==> config.mk <==
export PLATFORM = sky130hd
export DESIGN_NAME = tdc_measure_config
export DESIGN_NICKNAME = d
export VERILOG_FILES = /design/src/tdc_cfg_pkg.sv /design/src/tdc_measure_config.sv
export SDC_FILE = /design/constraint.sdc
export NUM_CORES = 1
export LEC_CHECK = 0
export BUFFER_PORTS_ARGS = -buffer_cell sky130_fd_sc_hd__clkbuf_2
export CAP_MARGIN = 20
export CELL_PAD_IN_SITES_DETAIL_PLACEMENT = 1
export CELL_PAD_IN_SITES_GLOBAL_PLACEMENT = 2
export CORE_AREA = 5 5 127 141
export DETAILED_ROUTE_END_ITERATION = 8
export DIE_AREA = 0 0 132 146
export GPL_TIMING_DRIVEN = 0
export PLACE_DENSITY_LB_ADDON = 0.2
export SLEW_MARGIN = 10
export SYNTH_ARGS = -nofsm -noshare
export SYNTH_HDL_FRONTEND = slang
export SYNTH_SLANG_ARGS = --single-unit
==> constraint.sdc <==
create_clock -name clk -period 2.45 [get_ports clk]
set_input_delay 0.1225 -clock clk [delete_from_list [all_inputs] [get_ports clk]]
set_output_delay 0.1225 -clock clk [all_outputs]
set_load 0.01 [all_outputs]
==> src/tdc_cfg_pkg.sv <==
// Package of constants and types for the converter configuration word.
package tdc_cfg_pkg;

	// ----------------------------------------
	// Bus map
	// ----------------------------------------
	localparam logic [7:0] CFG_OFFS    = 8'h00;
	localparam logic [7:0] STATUS_OFFS = 8'h04;
	localparam logic [7:0] CTRL_OFFS   = 8'h08;

	// ----------------------------------------
	// Field positions in the configuration word
	// ----------------------------------------
	localparam int ID_LSB        = 0;
	localparam int START_INV_BIT = 8;
	localparam int STOP1_INV_BIT = 9;
	localparam int STOP2_INV_BIT = 10;
	localparam int MODE2_BIT     = 11;
	localparam int NOCAL_BIT     = 12;
	localparam int CALIB_BIT     = 13;
	localparam int TCLK_SEL_BIT  = 14;
	localparam int DUMMY_BIT     = 15;
	localparam int TEMP_CYCLE_TIME_BIT    = 16;
	localparam int PORTS_BIT     = 17;
	localparam int SETTLE_LSB    = 18;
	localparam int HSDIV_LSB     = 20;
	localparam int CALPER_LSB    = 22;
	localparam int FDIV_LSB      = 24;
	localparam int FCNT_LSB      = 28;

	// ----------------------------------------
	// Reset value of the configuration word
	// ----------------------------------------
	localparam logic [31:0] CFG_RESET = 32'h2246_6800;

	// ----------------------------------------
	// Timing constants at the 40 MHz clock
	// ----------------------------------------
	localparam int CLK_NS      = 25;
	localparam int SETTLE_US   = 480;
	localparam int SETTLE_CYC  = (SETTLE_US * 1000 + CLK_NS - 1) / CLK_NS;
	localparam int TCYC_FAST   = 128;
	localparam int DUMMY_FEW   = 2;
	localparam int DUMMY_MANY  = 7;
	localparam int FIRE_MAX    = 127;

	// Decoded configuration fields.
	typedef struct packed {
		logic [3:0] fire_pulse_count;
		logic [3:0] fire_div;
		logic [1:0] resonator_cal_periods;
		logic [1:0] hs_clock_divider;
		logic [1:0] hs_osc_settle_select;
		logic       temp_port_count;
		logic       temp_cycle_time;
		logic       temp_dummy_cycles;
		logic       temp_cycle_clock_select;
		logic       calibrate;
		logic       no_cal_auto;
		logic       second_measure_mode;
		logic       stop2_invert;
		logic       stop1_invert;
		logic       start_invert;
		logic [7:0] user_id_byte0;
	} cfg_t;

endpackage

==> src/tdc_measure_config.sv <==
// Configuration word of the time-to-digital converter with its steered logic.
//
// Implementation choices: the APB slave port and the placing of the registers.
`timescale 1ns/1ps
module tdc_measure_config (
	// Clock and reset.
	input  wire logic        clk,
	input  wire logic        rst,
	// APB slave.
	input  wire logic        psel,
	input  wire logic        penable,
	input  wire logic        pwrite,
	input  wire logic [7:0]  paddr,
	input  wire logic [31:0] pwdata,
	output logic      [31:0] prdata,
	output logic             pready,
	output logic             pslverr,
	// Front-end inputs and oscillator request.
	input  wire logic        start_in,
	input  wire logic        stop1_in,
	input  wire logic        stop2_in,
	input  wire logic        osc_on,
	input  wire logic        temp_req,
	input  wire logic        measure_done,
	// Derived outputs.
	output logic             start_edge,
	output logic             stop1_edge,
	output logic             stop2_edge,
	output logic             hs_tick,
	output logic             fire_out,
	output logic             fire_busy,
	output logic             settled,
	output logic             temp_tick,
	output logic             dummy_phase,
	output logic             cal_run,
	output logic             mode2,
	output logic             calibrated,
	output logic [2:0]       temp_ports,
	output logic             temp_long_cycle
);

	// ----------------------------------------
	// Register bus
	// ----------------------------------------
	logic [31:0]             cfg_r;
	logic [6:0]              fire_ext_r;
	tdc_cfg_pkg::cfg_t       cfg;
	logic                    wr_cfg;
	logic                    wr_ctrl;

	assign cfg     = tdc_cfg_pkg::cfg_t'(cfg_r);
	assign wr_cfg  = psel && penable && pwrite &&
		(paddr == tdc_cfg_pkg::CFG_OFFS);
	assign wr_ctrl = psel && penable && pwrite &&
		(paddr == tdc_cfg_pkg::CTRL_OFFS);
	assign pready  = 1'b1;
	assign pslverr = psel && penable &&
		(paddr != tdc_cfg_pkg::CFG_OFFS) &&
		(paddr != tdc_cfg_pkg::STATUS_OFFS) &&
		(paddr != tdc_cfg_pkg::CTRL_OFFS);

	// Configuration changes only on a write to its word.
	always_ff @(posedge clk) begin
		if (rst) begin
			cfg_r <= tdc_cfg_pkg::CFG_RESET;
		end else if (wr_cfg) begin
			cfg_r <= pwdata;
		end
	end

	// Upper fire-count bits live in the control word.
	always_ff @(posedge clk) begin
		if (rst) begin
			fire_ext_r <= 7'h00;
		end else if (wr_ctrl) begin
			fire_ext_r <= pwdata[6:0];
		end
	end

	// Read data is registered in the setup cycle so it is ready at access.
	always_ff @(posedge clk) begin
		if (rst) begin
			prdata <= 32'h0000_0000;
		end else if (psel && !penable) begin
			unique case (paddr)
				tdc_cfg_pkg::CFG_OFFS:    prdata <= cfg_r;
				tdc_cfg_pkg::CTRL_OFFS:   prdata <= {25'h0, fire_ext_r};
				tdc_cfg_pkg::STATUS_OFFS: prdata <= {28'h0, dummy_phase,
					cal_run, fire_busy, settled};
				default:                  prdata <= 32'h0000_0000;
			endcase
		end
	end

	// ----------------------------------------
	// Mode outputs
	// ----------------------------------------
	assign mode2           = cfg.second_measure_mode;
	assign calibrated      = cfg.calibrate;
	assign temp_ports      = cfg.temp_port_count ? 3'h4 : 3'h2;
	assign temp_long_cycle = cfg.temp_cycle_time;

	// ----------------------------------------
	// Edge detection with optional inversion
	// ----------------------------------------
	logic [2:0] pin_r;
	logic [2:0] pin_now;

	assign pin_now = {stop2_in ^ cfg.stop2_invert,
		stop1_in ^ cfg.stop1_invert, start_in ^ cfg.start_invert};

	// Previous level after inversion.
	always_ff @(posedge clk) begin
		if (rst) begin
			pin_r <= 3'h7;
		end else begin
			pin_r <= pin_now;
		end
	end

	// A rising edge of the possibly inverted signal is the active edge.
	always_ff @(posedge clk) begin
		if (rst) begin
			start_edge <= 1'b0;
			stop1_edge <= 1'b0;
			stop2_edge <= 1'b0;
		end else begin
			start_edge <= pin_now[0] && !pin_r[0];
			stop1_edge <= pin_now[1] && !pin_r[1];
			stop2_edge <= pin_now[2] && !pin_r[2];
		end
	end

	// ----------------------------------------
	// High-speed clock predivider
	// ----------------------------------------
	logic [1:0] hs_cnt_r;
	logic [1:0] hs_lim;

	assign hs_lim = (cfg.hs_clock_divider == 2'h0) ? 2'h0 :
		(cfg.hs_clock_divider == 2'h1) ? 2'h1 : 2'h3;

	// Tick once every divided period.
	always_ff @(posedge clk) begin
		if (rst) begin
			hs_cnt_r <= 2'h0;
			hs_tick  <= 1'b0;
		end else if (hs_cnt_r >= hs_lim) begin
			hs_cnt_r <= 2'h0;
			hs_tick  <= 1'b1;
		end else begin
			hs_cnt_r <= hs_cnt_r + 2'h1;
			hs_tick  <= 1'b0;
		end
	end

	// ----------------------------------------
	// Oscillator settling wait
	// ----------------------------------------
	logic [16:0] settle_cnt_r;
	logic [1:0]  settle_mult;

	// Selections above the minimum scale the base wait (extension bit
	// is held outside this word).
	assign settle_mult = (cfg.hs_osc_settle_select == 2'h0) ? 2'h0 :
		cfg.hs_osc_settle_select - 2'h1;

	// Count from switch-on; code zero means the oscillator runs on.
	always_ff @(posedge clk) begin
		if (rst || !osc_on) begin
			settle_cnt_r <= 17'h0_0000;
			settled      <= 1'b0;
		end else if (cfg.hs_osc_settle_select == 2'h0) begin
			settled <= 1'b1;
		end else if (settle_cnt_r ==
			17'((tdc_cfg_pkg::SETTLE_CYC << settle_mult) - 1)) begin
			settled <= 1'b1;
		end else if (!settled) begin
			settle_cnt_r <= settle_cnt_r + 17'h0_0001;
		end
	end

	// ----------------------------------------
	// Fire pulse generator
	// ----------------------------------------
	logic [3:0] fdiv_cnt_r;
	logic [6:0] fire_left_r;
	logic [6:0] fire_total;

	assign fire_total = (fire_ext_r[2:0] != 3'h0) ?
		{fire_ext_r[2:0], cfg.fire_pulse_count} :
		{3'h0, cfg.fire_pulse_count};

	// Fire clock predivider by code plus one.
	always_ff @(posedge clk) begin
		if (rst || !fire_busy) begin
			fdiv_cnt_r <= 4'h0;
		end else if (fdiv_cnt_r == cfg.fire_div) begin
			fdiv_cnt_r <= 4'h0;
		end else begin
			fdiv_cnt_r <= fdiv_cnt_r + 4'h1;
		end
	end

	// Burst of exactly the programmed count, one pulse per divided period.
	always_ff @(posedge clk) begin
		if (rst) begin
			fire_left_r <= 7'h00;
			fire_busy   <= 1'b0;
			fire_out    <= 1'b0;
		end else if (!fire_busy) begin
			fire_out <= 1'b0;
			if (start_edge && settled && fire_total != 7'h00) begin
				fire_left_r <= fire_total;
				fire_busy   <= 1'b1;
			end
		end else if (fdiv_cnt_r == cfg.fire_div) begin
			fire_out    <= 1'b1;
			fire_left_r <= fire_left_r - 7'h01;
			fire_busy   <= (fire_left_r != 7'h01);
		end else begin
			fire_out <= 1'b0;
		end
	end

	// ----------------------------------------
	// Temperature cycle clock and dummy cycles
	// ----------------------------------------
	logic [6:0] tclk_cnt_r;
	logic [2:0] dummy_left_r;

	// Cycle tick every 128 high-speed ticks; held low when the slow clock is selected.
	always_ff @(posedge clk) begin
		if (rst) begin
			tclk_cnt_r <= 7'h00;
			temp_tick  <= 1'b0;
		end else if (!cfg.temp_cycle_clock_select) begin
			tclk_cnt_r <= 7'h00;
			temp_tick  <= 1'b0; // slow-clock domain outside
		end else if (hs_tick) begin
			tclk_cnt_r <= tclk_cnt_r + 7'h01;
			temp_tick  <= (tclk_cnt_r == 7'(tdc_cfg_pkg::TCYC_FAST - 1));
		end else begin
			temp_tick <= 1'b0;
		end
	end

	// Dummy measurements at the start of each temperature run.
	always_ff @(posedge clk) begin
		if (rst) begin
			dummy_left_r <= 3'h0;
			dummy_phase  <= 1'b0;
		end else if (temp_req && !dummy_phase) begin
			dummy_left_r <= cfg.temp_dummy_cycles ?
				3'(tdc_cfg_pkg::DUMMY_MANY) :
				3'(tdc_cfg_pkg::DUMMY_FEW);
			dummy_phase  <= 1'b1;
		end else if (dummy_phase && temp_tick) begin
			dummy_left_r <= dummy_left_r - 3'h1;
			dummy_phase  <= (dummy_left_r != 3'h1);
		end
	end

	// ----------------------------------------
	// Auto-calibration request
	// ----------------------------------------
	always_ff @(posedge clk) begin
		if (rst) begin
			cal_run <= 1'b0;
		end else begin
			cal_run <= measure_done && !cfg.no_cal_auto;
		end
	end
endmodule // tdc_measure_config

Word-level counts from Yosys, hierarchy flattened
Cells that the tools add are included.
- output and inout port bits: 50
- logic and storage cells: 113
- input bits: 51
- register bits: 124
- reductions and logical operators: 42
- add/subtract/negate cells: 8
- bitwise gates (word level): 9
- mux-type cells: 21
- shift operators: 1
- equal/unequal tests: 11
- order comparisons: 1
- operators by type and width (kind ; number):
    $pmux 32 s3 ; 1
    $mux 7 ; 4
    $add 17x1->17 const B ; 1
    $eq 17x17->1 ; 1
    $shl 15x2->17 const A ; 1
    $sub 17x2->17 const B ; 1
    $logic_and 1x1->1 ; 16
    $mux 3 ; 4
    $mux 1 ; 9
    $eq 8x3->1 const B ; 1
    $eq 8x4->1 const B ; 1
    $logic_not 1->1 ; 8
    $logic_not 8->1 ; 1
    $ne 8x3->1 const B ; 1
    $ne 8x4->1 const B ; 1
    $reduce_bool 8->1 ; 1
    $reduce_or 2->1 ; 4
    $add 7x1->7 const B ; 1
    $eq 7x7->1 const B ; 1
    $ne 7x1->1 const B ; 1
    $reduce_bool 7->1 ; 1
    $sub 7x1->7 const B ; 1
    $mux 2 ; 3
    $not 1->1 ; 6
    17 further kinds ; 23

Longest topological paths before layout
- word-level depth: 7
- gate-level depth with buffers: 10
- mapped depth without buffers: 8

Worst setup path before layout
No wires, ideal clock.
- path type: reg2reg
- from: register cfg_r[19], in the netlist cfg[19]
- to: register settle_cnt_r[7]
- arrival time: 2.099 ns
- setup slack: 0.291 ns
- path buffers: 1
- clock period less this slack: 2.159 ns
- data required time: 2.390 ns
- setup time: 0.060 ns
- stages on the path, launching flop included: 10
- path through: dfxtp_1 nand2_1 ha_1 xnor2_1 a2111oi_4 o21ai_2 o21ai_2 buf_6 or4_2 nand2_1
- longest elaborated chain between the ends: 7
- elaborated cells between the ends (all ways): 9
- classes of those cells: add/sub: 2; eq/ne: 1; shift: 1; mux: 1; bitwise: 2; reduce/logical: 2
- RTL lines (what ; RTL line ; text):
    start, declared ; tdc_measure_config.sv:45 ; logic [31:0] cfg_r;
    start signal, assigned ; tdc_measure_config.sv:65 ; cfg_r <= tdc_cfg_pkg::CFG_RESET;
    start signal, assigned ; tdc_measure_config.sv:67 ; cfg_r <= pwdata;
    $sub 2x1->2 or $logic_not 2->1 (tied branches) ; tdc_measure_config.sv:166, tdc_measure_config.sv:165, tdc_measure_config.sv:173 ;
    $mux 2 ; tdc_measure_config.sv:165 ; assign settle_mult = (cfg.hs_osc_settle_select == 2'h0) ? 2'h0 :
    $shl 15x2->17 ; tdc_measure_config.sv:176 ; 17'((tdc_cfg_pkg::SETTLE_CYC << settle_mult) - 1)) begin
    $sub 17x2->17 ; tdc_measure_config.sv:176 ;
    $eq 17x17->1 ; tdc_measure_config.sv:175 ; end else if (settle_cnt_r ==
    $not 1->1 (no source line) ; n/a ;
    $reduce_and 3->1 (no source line) (*) ; n/a ;
    end signal, assigned ; tdc_measure_config.sv:179 ; settle_cnt_r <= settle_cnt_r + 17'h0_0001;
    end, declared ; tdc_measure_config.sv:160 ; logic [16:0] settle_cnt_r;
Every way passes the cells marked *; elsewhere a longest branch is shown, timed or not.
A chain may end at the register's enable or synchronous reset.

Worst setup path in the final report
Ends and elaborated chain as after synthesis.

==> qor.yml <==
drc_errors: 0
viasPerCell: 5.026
synth-edff-count: 0
finalPower_mw: 4.590
grt_overflow_total: 0
leakagePower_nw: 2.711
fin_setup_tns_ns: 0
clock.fmax_mhz: 445.1
cp_max_fo: 8
die-height_um: 146
status: "completed"
syn_area_per_cell_um2: 8.623
place_congestion: 0.8431
min-delay-start: "temp_req"
min_path_type: "input pin to register"
root_buffer: "clkbuf_16"
first_pass_iters: 4
worstRegToRegCells: 9
worstHoldPathCells: 3
tightest_slew_ns: 1.014
internal-power_mw: 3.572
yosysSeqAreaShare_pct: 47.27
timing_hold_violations_final: 0
ff2ff_setup_slack_ns: 0.20
swShare_pct: 22.19
crit_path_max_incr_delay_ns: 0.60
dr.first_iter.drc_count: 169
grt_usage_pct: 17.70
io_pins: 101
area_growth_syn_to_layout_pct: 31.50
grt_max_degree: 17
cts_max_level: 4
synth_warnings: 0
p_sw_mw: 1.018
cts.clk_slew.worst_paths_ns: 0.05
clock_latency_ns: 0.42
wire_per_inst_um: 17.04
layout-drive-gt1-share_pct: 22.19
min_to: "dummy_left_r[1]"
async_reset_ff_share_pct: 0
ir_worst_vdd_mv: 0.5058
r2r_start: "cfg[19]"
drv_slew: 0
start_util_pct: 32.32
cap_violations: 0
rows: 49
path_cells: "nand2_1, ha_1, xnor2_1, a2111oi_4, o21ai_2, o21ai_2, buf_2, or4_2, nand2_1"
ys_seq_elements: 124
synth_nets: 670
core_area_um2: 16250
rsz0062_at_grt: "no"
setup_viol: 0
fin_skew_ns: 0.01124
num_vias: 4920
worstSetupEndpointType: "register"
clkPwrFrac_pct: 50.5
setup.worst_path.start_class: "register"
finalCritPeriodShare_pct: 91.70
grt_pass1_wl_um: 27460
ys_types: 60
nets: 824
antenna_found_initial: 0
synth_cells: 609
cp.required_ns: 2.81
n_antenna_cell: 0
hpwlAfterDp_um: 12150
die_w_um: 132
routed_wl_um: 16680
cellPowerDensity_nw_per_um2: 664.7
clock_tree.buffer_depth: 2
synth_ff_type: "dfxtp_1"
die_area_um2: 19270
combPwrFrac_pct: 5.0
ant_nets: 0
syn_area_um2: 5251
p_seq_share_pct: 44.5
cts_tree: "built"
finalCriticalPeriod_ns: 2.247
arrival_ns: 2.61
slew_headroom_pct: 31.84
reg2reg_to: "settle_cnt_r[7]"
cts_buffers: 17
crit_path_top_delay_cell: "or4_2"
clkSinkCount: 124
critical_path_class: "register to register"
first_global_vias: 5234
postCtsSetupRepairBufs: 0
io_buffers: 98
worst max-delay path: cells and delay by family, from the launching register on:
family                   cells  cell delay (ns)
buffers and inverters        1             0.18
XOR/XNOR                     1             0.25
AO/OA/AOI/OAI                3             0.27
flip-flops                   1             0.38
AND/OR/NAND/NOR              3             0.80
adder cells (fa/ha/maj)      1             0.31
stage by stage:
stage	instance area [um^2]	setup WS [ns]	instances	util, %	hold slack, ns
finish	6905	0.2032	979	42.50	0.08299
global route	6905	0.009416	979	42.50	0.08747
CTS	6897	0.04497	978	42.45	0.06127
detailed placement	5997	0.005549	911	36.91	0.3414
global placement	5997	0.04580	911	36.91	0.3268
floorplan	5251	0.2909	609	-	0.2403
sequential cells by signal, indices dropped and copies added (netlist names), 2 cells and up:
signal and count:
settle_cnt_r 17, dummy_left_r 3, prdata 32, cfg 32, fire_ext_r 7, fdiv_cnt_r 4
pin_r 3, hs_cnt_r 2, fire_left_r 7, tclk_cnt_r 7
layer usage:
metal	track usage [%]	part of all wire, %
met1	21.85	46
met2	28.99	47
met3	5.844	6.0
met4	5.967	1.5
met5	0	0
cells by family (layout without fill, tap and decap cells):
family                   Yosys count  after routing  share of synthesized area [%]
flip-flops                       124            124                          47.27
XOR/XNOR                          19             19                          3.312
AO/OA/AOI/OAI                    130            130                          16.20
AND/OR/NAND/NOR                  252            252                          22.71
other                              2              2                         0.1430
buffers and inverters             56            222                          4.837
multiplexers                      16             16                          3.145
adder cells (fa/ha/maj)           10             10                          2.383
worst max path at each step:
stage / startpoint / to / slack (ns) / cells after the start
6_report: cfg[19] / settle_cnt_r[7] / 0.20 / 9
5_1_grt: cfg[24] / fire_left_r[3] / 0.009 / 7
4_1_cts: cfg[18] / settle_cnt_r[0] / 0.04 / 10
3_5_place_dp: cfg[19] / settle_cnt_r[0] / 0.006 / 10
3_3_place_gp: cfg[19] / settle_cnt_r[0] / 0.05 / 10
2_1_floorplan: cfg[19] / settle_cnt_r[7] / 0.29 / 9
power by group through the flow:
stage | Combinational [mW] | Clock (mW) | Sequential (mW)
3_3_place_gp | 0.180 | 0 | 2.09
4_1_cts | 0.230 | 2.37 | 2.05
6_report | 0.228 | 2.32 | 2.04
3_5_place_dp | 0.184 | 0 | 2.09
5_1_grt | 0.250 | 2.49 | 2.04
2_1_floorplan | 0.0843 | 0 | 2.09
final cells by class:
cell class,instances,area [um^2]
Timing Repair Buffer,135,855.8
Tap cell,204,255.2
Clock inverter,7,66.31
Clock buffer,24,471.7
Inverter,16,60.06
Sequential cell,124,2487
Buffer,40,193.9
Fill cell,1930,9341
Multi-Input combinational cell,429,2515
placed cells by master, fill, tap and decap left out, drive strengths merged, types with 4 or more instances in the layout:
master,count
inv,16
or3,15
nand2,92
mux2i,12
clkinv,5
o21ai,28
nor4,4
mux2,4
a22oi,37
buf,14
xor2,5
ha,10
xnor2,14
dfxtp,124
nor3,9
nor2,77
and3,6
nand4,4
or4,6
nand2b,8
nand3,9
a21oi,47
dlygate4sd3,36
nand3b,9
clkbuf,149
synthesized netlist by cell type, types with 2 or more instances:
cell type    n  area (um^2)
dfxtp_1    124         2482
nand2_1     92        345.3
nor2_1      77        289.0
a21oi_1     45        225.2
a22oi_1     37        277.8
clkbuf_1    27        101.4
o21ai_0     20        100.1
inv_1       16        60.06
xnor2_1     14        122.6
mux2i_1     12        120.1
ha_1        10        125.1
or3_1       10        62.56
nand3_1      9        45.04
nand3b_1     9        67.56
nand2b_1     8        50.05
nor3_1       8        40.04
buf_2        7        35.03
o21ai_2      6        52.55
and3_1       5        31.28
or3_2        5        37.54
mux2_2       4        45.04
nand4_1      4        25.02
xor2_1       4        35.03
buf_4        3        22.52
nor2b_1      3        18.77
nor4_1       3        18.77
o31ai_1      3        22.52
o41ai_1      3        26.28
or4_1        3        22.52
or4_2        3        26.28
a211oi_1     2        15.01
a21oi_2      2        17.52
conb_1       2        7.510
o21ai_1      2        10.01
or2_2        2        12.51
what timing repair did:
item / in CTS / in global routing
gates resized for setup: 1 / 2
cloned: 0 / 1
endpoints found under the setup margin: 1 / 15
pin swaps: 0 / 2
hold buffers: 36 / 0
hold endpoints to repair: 43 / 0
No activity file was read; power rests on OpenSTA's default activity.
